**config.mk**
```make
export PLATFORM = sky130hd
export DESIGN_NAME = dmacr_top
export DESIGN_NICKNAME = d
export VERILOG_FILES = /design/src/logic/dmacr_pkg.sv /design/src/logic/dmacr_fifo.sv /design/src/logic/dmacr_sync.sv /design/src/logic/dmacr_top.sv
export SDC_FILE = /design/constraint.sdc
export NUM_CORES = 1
export LEC_CHECK = 0
export BUFFER_PORTS_ARGS = -buffer_cell sky130_fd_sc_hd__buf_2
export CAP_MARGIN = 40
export CORE_MARGIN = 5
export CORE_UTILIZATION = 40
export CTS_CLUSTER_DIAMETER = 30
export DETAILED_ROUTE_END_ITERATION = 8
export PLACE_DENSITY_LB_ADDON = 0.15
export SYNTH_ARGS = -nofsm -noshare
export SYNTH_HDL_FRONTEND = slang
export SYNTH_SLANG_ARGS = --single-unit
```
**constraint.sdc**
```tcl
create_clock -name pclk -period 5.91 [get_ports pclk]
set_input_delay 1.4775 -clock pclk [delete_from_list [all_inputs] [get_ports pclk]]
set_output_delay 1.4775 -clock pclk [all_outputs]
set_load 0.02 [all_outputs]
```
**src/logic/dmacr_pkg.sv**
```systemverilog
// shared constants for the two-channel transfer controller enable and request logic
package dmacr_pkg;
	localparam int NCHAN = 2;             // channel_zero and channel_one
	localparam int NSRC  = 4;             // request source lines
	localparam int SEL_W = 2;             // request source select width
	localparam int PADDR_W = 8;           // apb address width
	localparam int PDATA_W = 32;          // apb data width
	localparam int ADDR_W_DEF = 20;       // pointer width default
	localparam int CNT_W_DEF  = 16;       // transfer counter width default
	localparam int FIFO_DEPTH_DEF = 4;    // transfer command fifo depth
	// byte offsets inside one channel window
	localparam logic [2:0] REG_CTRL   = 3'h0; // control: 0x00
	localparam logic [2:0] REG_SRC    = 3'h1; // source pointer: 0x04
	localparam logic [2:0] REG_DST    = 3'h2; // destination pointer: 0x08
	localparam logic [2:0] REG_FWD    = 3'h3; // forward address pointer (ro): 0x0c
	localparam logic [2:0] REG_RELOAD = 3'h4; // transfer counter reload: 0x10
	localparam logic [2:0] REG_COUNT  = 3'h5; // transfer counter (ro): 0x14
	localparam int CHAN_BIT  = 5;         // address bit selecting the channel window (0x20)
	// control register fields
	localparam int CTRL_SEL_LSB = 0;      // request source select [1:0]
	localparam int CTRL_REQ_BIT = 2;      // pending request flag
	localparam int CTRL_EN_BIT  = 3;      // channel active enable
	localparam int CTRL_DIR_BIT = 4;      // 0: source is forward, 1: destination is forward
	// reset values
	localparam logic             EN_RST  = 1'b0;
	localparam logic             REQ_RST = 1'b0;
	localparam logic             DIR_RST = 1'b0;
	localparam logic [SEL_W-1:0] SEL_RST = 2'h0;
endpackage : dmacr_pkg

```
**src/logic/dmacr_fifo.sv**
```systemverilog
// transfer command fifo with registered output stage
`timescale 1ns/100ps
module dmacr_fifo #(
	parameter int WIDTH = 21,
	parameter int DEPTH = 4
) (
	input  wire logic             pclk,      // system clock
	input  wire logic             presetn,   // async reset, active low
	input  wire logic             ce,        // clock enable
	input  wire logic             in_valid,  // write request
	output logic                  in_ready,  // room available
	input  wire logic [WIDTH-1:0] in_data,   // write data
	output logic                  out_valid, // output word valid
	input  wire logic             out_ready, // consumer takes word
	output logic      [WIDTH-1:0] out_data   // output word
);
	// the output register is one of the DEPTH slots, the array holds the rest
	localparam int AD = DEPTH - 1;
	localparam int PW = (AD > 1) ? $clog2(AD) : 1;
	localparam int CW = $clog2(AD + 1);

	initial begin
		if (DEPTH < 2)
			$error("fifo depth must be at least 2");
	end

	logic [AD-1:0][WIDTH-1:0] mem_r, mem_nxt;
	logic [PW-1:0]            wp_r, wp_nxt, rp_r, rp_nxt;
	logic [CW-1:0]            cnt_r, cnt_nxt;
	logic                     ov_nxt;
	logic [WIDTH-1:0]         od_nxt;
	logic                     push, load;

	function automatic logic [PW-1:0] wrap_inc(input logic [PW-1:0] p);
		wrap_inc = (p == PW'(AD - 1)) ? '0 : PW'(p + 1'b1);
	endfunction : wrap_inc

	assign in_ready = (cnt_r != CW'(AD));

	// array bookkeeping and output stage refill
	always_comb begin
		push    = in_valid && in_ready;
		load    = (!out_valid || out_ready) && (cnt_r != '0);
		mem_nxt = mem_r;
		wp_nxt  = wp_r;
		rp_nxt  = rp_r;
		ov_nxt  = out_valid;
		od_nxt  = out_data;
		if (push) begin
			mem_nxt[wp_r] = in_data;
			wp_nxt        = wrap_inc(wp_r);
		end
		if (load) begin
			od_nxt = mem_r[rp_r];
			ov_nxt = 1'b1;
			rp_nxt = wrap_inc(rp_r);
		end else if (out_ready) begin
			ov_nxt = 1'b0;
		end
		cnt_nxt = CW'(cnt_r + {{(CW-1){1'b0}}, push} - {{(CW-1){1'b0}}, load});
	end

	always_ff @(posedge pclk or negedge presetn) begin
		if (!presetn) begin
			mem_r     <= '0;
			wp_r      <= '0;
			rp_r      <= '0;
			cnt_r     <= '0;
			out_valid <= 1'b0;
			out_data  <= '0;
		end else if (ce) begin
			mem_r     <= mem_nxt;
			wp_r      <= wp_nxt;
			rp_r      <= rp_nxt;
			cnt_r     <= cnt_nxt;
			out_valid <= ov_nxt;
			out_data  <= od_nxt;
		end
	end
endmodule : dmacr_fifo

```
**src/logic/dmacr_sync.sv**
```systemverilog
// two flip-flop synchroniser for request source pins
`timescale 1ns/100ps
module dmacr_sync #(
	parameter int W = 4
) (
	input  wire logic         pclk,    // system clock
	input  wire logic         presetn, // async reset, active low
	input  wire logic         ce,      // clock enable
	input  wire logic [W-1:0] d,       // asynchronous input
	output logic      [W-1:0] q        // synchronised output
);
	logic [W-1:0] meta_r;
	logic [W-1:0] meta_nxt;
	logic [W-1:0] q_nxt;

	// only the second stage is ever looked at, so metastability stays contained
	always_comb begin
		meta_nxt = d;
		q_nxt    = meta_r;
	end

	always_ff @(posedge pclk or negedge presetn) begin
		if (!presetn) begin
			meta_r <= '0;
			q      <= '0;
		end else if (ce) begin
			meta_r <= meta_nxt;
			q      <= q_nxt;
		end
	end
endmodule : dmacr_sync

```
**src/logic/dmacr_top.sv**
```systemverilog
// What this block does
// - control register bit 3 is the channel active enable; writing one activates.
// - enable written one copies the configured forward pointer into the forward address.
// - enable written one loads the transfer counter from its reload register.
// - enable written one on an active channel restarts it, discarding progress.
// - control register bit 2 is the pending request flag.
// - selected request source sets the flag, whether enabled or not.
// - the flag clears when a data transfer for that channel begins.
// - software writing zero clears the flag; writing one does nothing.
// - changing the source select may itself set the flag spuriously.
// - an active channel with the flag set starts a transfer once the fifo has room, channel_zero first on a tie.
//
// The register offsets and register access over APB are this design's own decisions.
`timescale 1ns/100ps
module dmacr_top
	import dmacr_pkg::*;
#(
	parameter int ADDR_W     = ADDR_W_DEF,
	parameter int CNT_W      = CNT_W_DEF,
	parameter int FIFO_DEPTH = FIFO_DEPTH_DEF
) (
	input  wire logic                 pclk,       // system clock, 40 mhz
	input  wire logic                 presetn,    // async reset, active low
	input  wire logic                 ce,         // clock enable, freezes all state
	input  wire logic                 psel,       // apb select
	input  wire logic                 penable,    // apb access phase
	input  wire logic                 pwrite,     // apb direction
	input  wire logic [PADDR_W-1:0]   paddr,      // apb byte address
	input  wire logic [PDATA_W-1:0]   pwdata,     // apb write data
	output logic      [PDATA_W-1:0]   prdata,     // apb read data
	output logic                      pready,     // apb ready
	output logic                      pslverr,    // apb error on unmapped address
	input  wire logic [NSRC-1:0]      req_src,    // request source pins, asynchronous
	output logic                      xfer_valid, // transfer command valid
	input  wire logic                 xfer_ready, // transfer command taken
	output logic                      xfer_chan,  // channel of the command
	output logic      [ADDR_W-1:0]    xfer_addr,  // forward address of the command
	output logic      [NCHAN-1:0]     chan_active // enable bits of both channels
);
	import dmacr_pkg::*;

	initial begin
		if (ADDR_W < 1 || ADDR_W > PDATA_W)
			$error("pointer width must be 1..32");
		if (CNT_W < 1 || CNT_W > PDATA_W)
			$error("counter width must be 1..32");
		if (FIFO_DEPTH < 2)
			$error("fifo depth must be at least 2");
	end

	localparam int FW = ADDR_W + 1;

	// per channel state
	logic [NCHAN-1:0]                 en_r, en_nxt;
	logic [NCHAN-1:0]                 req_r, req_nxt;
	logic [NCHAN-1:0]                 dir_r, dir_nxt;
	logic [NCHAN-1:0][SEL_W-1:0]      sel_r, sel_nxt;
	logic [NCHAN-1:0][ADDR_W-1:0]     src_r, src_nxt;
	logic [NCHAN-1:0][ADDR_W-1:0]     dst_r, dst_nxt;
	logic [NCHAN-1:0][ADDR_W-1:0]     fwd_r, fwd_nxt;
	logic [NCHAN-1:0][CNT_W-1:0]      rld_r, rld_nxt;
	logic [NCHAN-1:0][CNT_W-1:0]      cnt_r, cnt_nxt;
	// request source edge detection
	logic [NSRC-1:0]                  src_sync;
	logic [NSRC-1:0]                  src_prev_r, src_prev_nxt;
	// apb answer
	logic [PDATA_W-1:0]               prdata_nxt, rd_word;
	logic                             pready_nxt, pslverr_nxt;
	// transfer start
	logic [NCHAN-1:0]                 reload, want, go;
	logic                             f_in_ready, f_in_valid;
	logic [FW-1:0]                    f_in_data, f_out_data;
	logic                             access, wr_take, hit;
	logic [2:0]                       reg_idx;
	logic                             chan_idx;

	// register window decode, shared by read and write paths
	function automatic logic addr_hit(input logic [PADDR_W-1:0] a);
		addr_hit = (a[1:0] == 2'h0) && (a[PADDR_W-1:CHAN_BIT+1] == '0)
			&& (a[4:2] <= REG_COUNT);
	endfunction : addr_hit

	function automatic logic [2:0] addr_reg(input logic [PADDR_W-1:0] a);
		addr_reg = a[4:2];
	endfunction : addr_reg

	dmacr_sync #(
		.W (NSRC)
	) u_sync (
		.pclk    (pclk),
		.presetn (presetn),
		.ce      (ce),
		.d       (req_src),
		.q       (src_sync)
	);

	dmacr_fifo #(
		.WIDTH (FW),
		.DEPTH (FIFO_DEPTH)
	) u_fifo (
		.pclk      (pclk),
		.presetn   (presetn),
		.ce        (ce),
		.in_valid  (f_in_valid),
		.in_ready  (f_in_ready),
		.in_data   (f_in_data),
		.out_valid (xfer_valid),
		.out_ready (xfer_ready),
		.out_data  (f_out_data)
	);

	assign xfer_chan   = f_out_data[FW-1];
	assign xfer_addr   = f_out_data[ADDR_W-1:0];
	assign chan_active = en_r;

	// common decode of the current apb access
	assign access   = psel && penable;
	assign wr_take  = access && pready && pwrite;
	assign hit      = addr_hit(paddr);
	assign reg_idx  = addr_reg(paddr);
	assign chan_idx = paddr[CHAN_BIT];

	// start arbitration: channel_zero wins a tie, a full fifo stalls both
	always_comb begin
		for (int c = 0; c < NCHAN; c++) begin
			reload[c] = wr_take && hit && (chan_idx == c[0]) && (reg_idx == REG_CTRL)
				&& pwdata[CTRL_EN_BIT];
			want[c]   = en_r[c] && req_r[c] && !reload[c];
		end
		go[0] = want[0] && f_in_ready;
		go[1] = want[1] && f_in_ready && !want[0];
		f_in_valid = |go;
		f_in_data  = go[0] ? {1'b0, fwd_r[0]} : {1'b1, fwd_r[1]};
	end

	// channel state update, each channel sees only its own window
	always_comb begin
		en_nxt       = en_r;
		req_nxt      = req_r;
		dir_nxt      = dir_r;
		sel_nxt      = sel_r;
		src_nxt      = src_r;
		dst_nxt      = dst_r;
		fwd_nxt      = fwd_r;
		rld_nxt      = rld_r;
		cnt_nxt      = cnt_r;
		src_prev_nxt = src_sync;
		for (int c = 0; c < NCHAN; c++) begin
			logic             wsel;
			logic             ctrl_w;
			logic [SEL_W-1:0] new_sel;
			logic             new_dir;
			wsel    = wr_take && hit && (chan_idx == c[0]);
			ctrl_w  = wsel && (reg_idx == REG_CTRL);
			new_sel = pwdata[CTRL_SEL_LSB +: SEL_W];
			new_dir = pwdata[CTRL_DIR_BIT];
			if (wsel && reg_idx == REG_SRC)
				src_nxt[c] = pwdata[ADDR_W-1:0];
			if (wsel && reg_idx == REG_DST)
				dst_nxt[c] = pwdata[ADDR_W-1:0];
			if (wsel && reg_idx == REG_RELOAD)
				rld_nxt[c] = pwdata[CNT_W-1:0];
			// a started transfer is applied first so that a restart overrides it
			if (go[c]) begin
				req_nxt[c] = 1'b0;
				fwd_nxt[c] = ADDR_W'(fwd_r[c] + 1'b1);
				cnt_nxt[c] = CNT_W'(cnt_r[c] - 1'b1);
				if (cnt_r[c] <= CNT_W'(1))
					en_nxt[c] = 1'b0;
			end
			if (ctrl_w) begin
				sel_nxt[c] = new_sel;
				dir_nxt[c] = new_dir;
				en_nxt[c]  = pwdata[CTRL_EN_BIT];
				if (!pwdata[CTRL_REQ_BIT])
					req_nxt[c] = 1'b0;
			end
			if (reload[c]) begin
				fwd_nxt[c] = new_dir ? dst_r[c] : src_r[c];
				cnt_nxt[c] = rld_r[c];
			end
			// set beats every clear in the same cycle, so no request is lost
			if (src_sync[sel_r[c]] && !src_prev_r[sel_r[c]])
				req_nxt[c] = 1'b1;
			if (ctrl_w && (new_sel != sel_r[c]) && src_sync[new_sel])
				req_nxt[c] = 1'b1;
		end
	end

	// read mux; the flag reads live so a busy channel mostly shows zero here
	always_comb begin
		rd_word = '0;
		if (hit) begin
			unique case (reg_idx)
				REG_CTRL: begin
					rd_word[CTRL_SEL_LSB +: SEL_W] = sel_r[chan_idx];
					rd_word[CTRL_REQ_BIT]          = req_r[chan_idx];
					rd_word[CTRL_EN_BIT]           = en_r[chan_idx];
					rd_word[CTRL_DIR_BIT]          = dir_r[chan_idx];
				end
				REG_SRC:    rd_word[ADDR_W-1:0] = src_r[chan_idx];
				REG_DST:    rd_word[ADDR_W-1:0] = dst_r[chan_idx];
				REG_FWD:    rd_word[ADDR_W-1:0] = fwd_r[chan_idx];
				REG_RELOAD: rd_word[CNT_W-1:0]  = rld_r[chan_idx];
				REG_COUNT:  rd_word[CNT_W-1:0]  = cnt_r[chan_idx];
				default:    rd_word = '0;
			endcase
		end
	end

	// one wait state: ready is raised in the second access cycle
	always_comb begin
		pready_nxt  = access && !pready;
		pslverr_nxt = access && !pready && !hit;
		prdata_nxt  = prdata;
		if (access && !pready)
			prdata_nxt = pwrite ? '0 : rd_word;
	end

	always_ff @(posedge pclk or negedge presetn) begin
		if (!presetn) begin
			en_r       <= {NCHAN{EN_RST}};
			req_r      <= {NCHAN{REQ_RST}};
			dir_r      <= {NCHAN{DIR_RST}};
			sel_r      <= {NCHAN{SEL_RST}};
			src_r      <= '0;
			dst_r      <= '0;
			fwd_r      <= '0;
			rld_r      <= '0;
			cnt_r      <= '0;
			src_prev_r <= '0;
		end else if (ce) begin
			en_r       <= en_nxt;
			req_r      <= req_nxt;
			dir_r      <= dir_nxt;
			sel_r      <= sel_nxt;
			src_r      <= src_nxt;
			dst_r      <= dst_nxt;
			fwd_r      <= fwd_nxt;
			rld_r      <= rld_nxt;
			cnt_r      <= cnt_nxt;
			src_prev_r <= src_prev_nxt;
		end
	end

	always_ff @(posedge pclk or negedge presetn) begin
		if (!presetn) begin
			prdata  <= '0;
			pready  <= 1'b0;
			pslverr <= 1'b0;
		end else if (ce) begin
			prdata  <= prdata_nxt;
			pready  <= pready_nxt;
			pslverr <= pslverr_nxt;
		end
	end
endmodule : dmacr_top

```
Yosys cells after proc, flatten, opt, wreduce, memory -nomap -nowiden
Index checks and enable logic that the tools add are counted.
{"block": "totals", "regBits": 331, "input_bits": 51, "output_inout_bits": 58, "wordCells": 202}
{"block": "classes", "add_sub_neg": 8, "magnitude_cmp": 10, "eq_ne": 10, "mux": 69, "n_bitwise": 1, "reduce_logical": 73}
{"operator": "20-bit 2-to-1 mux", "count": 13}
{"operator": "16-bit 2-to-1 mux", "count": 8}
{"operator": "63-bit bitwise mux", "count": 1}
{"operator": "21-bit 2-to-1 mux", "count": 3}
{"operator": "11-bit case mux with 5 select lines", "count": 1}
{"operator": "21-bit binary-select mux with 2-bit select", "count": 1}
{"operator": "21-bit demux with 2-bit select", "count": 1}
{"operator": "20-bit by 1-bit adder with 20-bit output (second input constant)", "count": 2}
{"operator": "1-bit logical AND", "count": 36}
{"operator": "16-bit by 1-bit less-or-equal comparator with 1-bit output (second input constant)", "count": 2}
{"operator": "32-bit 2-to-1 mux", "count": 1}
{"operator": "16-bit by 1-bit subtractor with 16-bit output (second input constant)", "count": 2}
{"operator": "5-bit case mux with 6 select lines", "count": 1}
{"operator": "1-bit 2-to-1 mux", "count": 29}
{"operator": "2-bit AND reduction", "count": 14}
{"operator": "2-bit nonzero test", "count": 8}
{"operator": "2-bit by 3-bit < comparator with 1-bit output (second input constant)", "count": 5}
{"operator": "4-bit case mux with 3 select lines", "count": 1}
{"operator": "1-bit binary-select mux with 2-bit select", "count": 5}
{"operator": "1-bit zero test", "count": 8}
{"operator": "2-bit 2-to-1 mux", "count": 4}
{"operator": "3-bit by 2-bit equality test with 1-bit output (second input constant)", "count": 2}
{"operator": "3-bit equality test (second input constant)", "count": 2}
{"operator": "3-bit AND reduction", "count": 2}
{"operator": "other kinds (15)", "count": 19}

Depth between registers and ports, before layout
{"block": "depth", "word_depth": 16, "ltp_mapped": 12, "depth_no_buf": 10}

Modules after synthesis
Synthesis repeated with hierarchy kept, for this count alone.
{"block": "unflattened", "hier_cells": 1584, "hier_area_um2": 17063.9}
{"module": "dmacr_top", "instances": 1, "cells_each": 1254, "area_per_inst_um2": 12754.7, "seq_area_each_um2": 5505.3}
{"module": "dmacr_fifo", "instances": 1, "cells_each": 313, "area_per_inst_um2": 3977.6, "seq_area_each_um2": 2277.2}
{"module": "dmacr_sync", "instances": 1, "cells_each": 17, "area_per_inst_um2": 331.6, "seq_area_each_um2": 200.2}

Worst setup path before layout
No wires, ideal clock.
{"block": "synth_timing", "path_type": "input-to-reg", "from": "input paddr[3]", "to": "register u_fifo.cnt_r[1]", "t_arrival_ns": 3.485, "required_time_ns": 5.785, "setup_slack_ns": 2.300, "path_stages": 12, "n_path_buf": 3, "path_cell_list": "buf_6 > or4b_1 > buf_6 > nor4_4 > nand2_2 > buf_2 > nand2_1 > nand2_1 > ha_1 > xor2_1 > nand2_1 > xnor2_1"}
{"block": "synth_between", "elab_chain_len": 14, "elab_cells_between_ends": 22}
{"item": "start: declaration", "line": "dmacr_top.sv:28", "text": "input wire logic [PADDR_W-1:0] paddr,"}
{"item": "3-bit less-or-equal comparator", "line": "dmacr_top.sv:80", "text": "&& (a[4:2] <= REG_COUNT);"}
{"item": "1-bit logical AND", "line": "dmacr_top.sv:80"}
{"item": "1-bit logical AND (3 in a row)", "line": "dmacr_top.sv:126", "text": "reload[c] = wr_take && hit && (chan_idx == c[0]) && (reg_idx == REG_CTRL)"}
{"item": "1-bit logical AND", "line": "dmacr_top.sv:127", "text": "&& pwdata[CTRL_EN_BIT];"}
{"item": "1-bit zero test", "line": "dmacr_top.sv:128", "text": "want[c] = en_r[c] && req_r[c] && !reload[c];"}
{"item": "1-bit logical AND", "line": "dmacr_top.sv:128"}
{"item": "1-bit logical AND / 1-bit zero test (equally long branches)", "line": "dmacr_top.sv:131", "text": "go[1] = want[1] && f_in_ready && !want[0];"}
{"item": "1-bit logical AND", "line": "dmacr_top.sv:131"}
{"item": "2-bit OR reduction *", "line": "dmacr_top.sv:132", "text": "f_in_valid = |go;"}
{"item": "1-bit logical AND *", "line": "dmacr_fifo.sv:42", "text": "push = in_valid && in_ready;"}
{"item": "2-bit by 1-bit adder with 2-bit output *", "line": "dmacr_fifo.sv:60", "text": "cnt_nxt = CW'(cnt_r + {{(CW-1){1'b0}}, push} - {{(CW-1){1'b0}}, load});"}
{"item": "2-bit by 1-bit subtractor with 2-bit output *", "line": "dmacr_fifo.sv:60"}
{"item": "end signal: assignment", "line": "dmacr_fifo.sv:75", "text": "cnt_r <= cnt_nxt;"}
{"item": "end: declaration", "line": "dmacr_fifo.sv:29", "text": "logic [CW-1:0] cnt_r, cnt_nxt;"}
Every way passes the cells marked *; elsewhere a longest branch is shown, timed or not.
A chain may end at the register's enable or synchronous reset.

Worst setup path in the final report
{"block": "layout_timing", "from": "input paddr[1]", "to": "register src_r[8] (netlist name)"}
{"block": "layout_between", "elab_chain_len": 7}
{"item": "2-bit zero test", "line": "dmacr_top.sv:79", "text": "addr_hit = (a[1:0] == 2'h0) && (a[PADDR_W-1:CHAN_BIT+1] == '0)"}
{"item": "1-bit logical AND", "line": "dmacr_top.sv:79"}
{"item": "1-bit logical AND", "line": "dmacr_top.sv:80"}
{"item": "1-bit logical AND (2 in a row)", "line": "dmacr_top.sv:153", "text": "wsel = wr_take && hit && (chan_idx == c[0]);"}
{"item": "1-bit logical AND", "line": "dmacr_top.sv:157", "text": "if (wsel && reg_idx == REG_SRC)"}
{"item": "2-bit AND reduction (no source line)"}
{"item": "end signal: assignment", "line": "dmacr_top.sv:237", "text": "src_r <= src_nxt;"}
{"item": "end: declaration", "line": "dmacr_top.sv:58", "text": "logic [NCHAN-1:0][ADDR_W-1:0] src_r, src_nxt;"}
Every way passes these cells.

==> flow_summary.toml <==
[logic_synthesis]
syn_inst = 1650
synth.area.top_cells = "dfrtp_1 (48%), mux2_2 (9.8%), mux2i_1 (7.4%)"
synth-edff-count = 0
yosysWarnings = 0
synth_area_um2 = 16720
postSynth.asyncResetShare_pct = 100.0
yosysSeqAreaShare_pct = 47.74
yosysTopAreaCellShare_pct = 47.74
synth-main-ff-cell = "dfrtp_1"
synth_cell_type_count = 79
synth.avg_cell_area_um2 = 10.13
synth_top_cell_by_area = "dfrtp_1"
ys_ff_latch = 319

[setup_path]
reg2reg_depth = 7
reg2reg_to = "cnt_r[17]"
crit_arrival_ns = 4.42
cp_max_fo = 11
crit_path_end_kind = "flip-flop"
cp-start-kind = "primary input"
r2r_start = "pready"
r2r_slack_ns = 3.09
cp.required_ns = 6.40
crit_type = "in2reg"

[placed_design]
placed_cells = 2206
place_congestion = 0.9047
placed_cell_area_um2 = 17720
dp_slack_ns = 1.423
dp_hpwl_um = 37860
portBuffers = 84

[hold_path]
hold_depth = 2
hold_start = "u_fifo.out_data[0]"
hold_class = "reg2reg"
min_to = "u_fifo.out_data[0]"

[power_and_ir_drop]
pwr-share-clk_pct = 53.6
leakage_uw = 0.009576
p_total_uw = 9153
switchingPower_uw = 2576
switching_share_pct = 28.14
p_comb_share_pct = 15.7
pwr-share-seq_pct = 30.6
p_int_uw = 6577
power_density_nw_per_um2 = 439.6
peakVddDrop_uv = 243.4

[clock_network]
cts-hold-fix-buffers = 0
cts_resized = 0
numCtsBuffers = 87
h-tree-depth = 3
cts.clk_slew.worst_paths_ns = 0.04
root_buffer = "clkbuf_16"
clk-insertion-delay-late_ns = 0.61
cts_setup_buffers = 0
clock_sinks = 319
clockBufferDepth = 3
cts_tree = "done"

[finish]
syn_to_final_growth_pct = 24.54
final_cell_area_um2 = 20820
fill_cells = 3818
final_cells = 2366
drive_gt1_share_pct = 25.29
diodes = 0
layout.nets = 1817

[sta]
fin_crit_sh_pct = 66.59
worst_pin_slew_ns = 0.9565
worst_slack_ns = 1.974
tns_ns = 0
setup_viol = 0
fmax_mhz = 254.1
post-route-min-period_ns = 3.936
drv_slew = 0
finClkSkew_ns = 0.01733
hold_viol = 0
slew_headroom_pct = 35.65
rsz0062_at_grt = "no"

[global_route]
globalRouteTotalUtil_pct = 24.05
overflow = 0
grt_max_degree = 142
grt_pass1_wl_um = 86090
antenna_found_initial = 0
grt_pass1_vias = 13930

[route]
via_per_inst = 5.854
drt_pass1_iterations = 7
wirelength_um = 56090
dr.first_iter.drc_count = 1314
drc = 0
avgRoutedWirePerCell_um = 23.71
vias = 13850
postRouteAntennaNets = 0

[floorplanning]
coreArea_um2 = 41670
start_util_pct = 40.13
die_w_um = 214.5
die-height_um = 214.5
io_pins = 109
dieArea_um2 = 45990
rows = 75

[outcome]
status = "finished clean"

[flow_run]
drv_cap = 0
## cell usage after synthesis (10+ instances only)
cell type / instances
a211oi_1: 22
a21oi_1: 128
a221oi_1: 31
a31oi_1: 12
and3_1: 11
buf_1: 12
buf_2: 31
buf_4: 19
clkbuf_1: 57
dfrtp_1: 319
ha_1: 10
inv_1: 17
mux2_2: 146
mux2i_1: 123
nand2_1: 147
nand3_1: 30
nand4_1: 17
nor2_1: 143
nor2b_1: 14
nor3_1: 41
nor4_1: 15
o21ai_0: 113
o22ai_1: 32
## per-layer routing
| metal | global-route usage, % | up-vias | part of all wire (%) | wire length, µm |
|---|---|---|---|---|
| met4 | 9.491 | 0 | 3.4 | 1928 |
| li1 | - | 6278 | - | - |
| met2 | 37.29 | 510 | 46 | 25580 |
| met3 | 5.040 | 131 | 6.9 | 3876 |
| met1 | 33.17 | 6931 | 44 | 24710 |
| met5 | 0 | - | 0 | 0 |
## power groups by stage
stage	combinational, µW	sequential, µW	clock [µW]
finish	1440	2800	4910
global route	1610	2850	5110
CTS	1450	2800	4970
detailed placement	1440	2830	0
global placement	1360	2830	0
floorplan	922	2820	0
## sequential cells by signal (all words and copies together) (netlist names)
name              count
u_fifo.mem_r         63
dst_r                40
fwd_r                40
src_r                40
cnt_r                32
rld_r                32
u_fifo.out_data      21
prdata               20
sel_r                 4
src_prev_r            4
u_sync.meta_r         4
u_sync.q              4
chan_active           2
dir_r                 2
req_r                 2
u_fifo.cnt_r          2
u_fifo.rp_r           2
u_fifo.wp_r           2
pready                1
pslverr               1
u_fifo.out_valid      1
## per-stage QoR
stage / utilization (%) / hold slack, ns
floorplan: - / 0.4498
global placement: 42.34 / 0.4568
detailed placement: 42.53 / 0.4648
CTS: 49.98 / 0.4745
global route: 49.98 / 0.5033
finish: 49.98 / 0.4654
## layout by cell type (no fill, tap or decap), drive strengths merged, types with 8 or more instances in the layout
cell | Yosys | layout
and2 | 8 | 8
nor3 | 46 | 46
dfrtp | 319 | 319
a21oi | 131 | 131
nor2 | 144 | 144
or3 | 8 | 8
a31oi | 12 | 12
nand2 | 149 | 149
o22a | 9 | 9
conb | 1 | 12
mux2 | 146 | 146
o22ai | 32 | 32
buf | 66 | 129
o31ai | 8 | 8
ha | 10 | 10
nand4 | 19 | 19
mux2i | 123 | 123
o211ai | 8 | 8
clkinv | 2 | 21
nor2b | 14 | 14
clkbuf | 57 | 122
nand3 | 33 | 33
and3 | 11 | 11
bufinv | 0 | 13
a211oi | 23 | 23
a221oi | 31 | 31
o21ai | 121 | 121
inv | 17 | 20
nor4 | 21 | 21
## cell families (layout without fill, tap and decap cells)
group / Yosys count / count (layout) / synth area share (%)
adder cells (fa/ha/maj): 10 / 10 / 0.7483
XOR/XNOR: 6 / 6 / 0.3143
flip-flops: 319 / 319 / 47.74
buffers and inverters: 142 / 308 / 4.026
AO/OA/AOI/OAI: 419 / 419 / 15.44
AND/OR/NAND/NOR: 483 / 483 / 14.38
multiplexers: 270 / 270 / 17.33
other: 1 / 12 / 0.02243
## cell type report
cell class	count	area (µm²)	share of cell area (%)
flip-flops and latches	319	7983	38.34
multi-input cells	1200	8143	39.11
clock inverters	38	579.3	2.782
clock buffers	122	2521	12.11
inverters	19	71.32	0.3425
repair buffers	129	850.8	4.086
well taps	539	674.4	3.239
## critical path, cell delays in order
cell and delay (ns):
buf_2 0.10, or3_1 0.66, nor2_1 0.39, nand4_1 0.25, nor2_2 0.76, buf_4 0.40
mux2_2 0.37
## how the worst max path moves through the flow
stage,startpoint,to,slack (ns),depth (start not counted)
final,paddr[1],src_r[8],1.97,7
after global placement,paddr[3],u_fifo.cnt_r[1],1.40,11
after floorplan,paddr[3],u_fifo.cnt_r[1],2.30,12
after global routing,paddr[3],u_fifo.cnt_r[1],1.92,11
after CTS,paddr[3],u_fifo.cnt_r[1],2.05,11
after detailed placement,paddr[3],u_fifo.cnt_r[1],1.42,11
No activity file was read; power rests on OpenSTA's default activity.
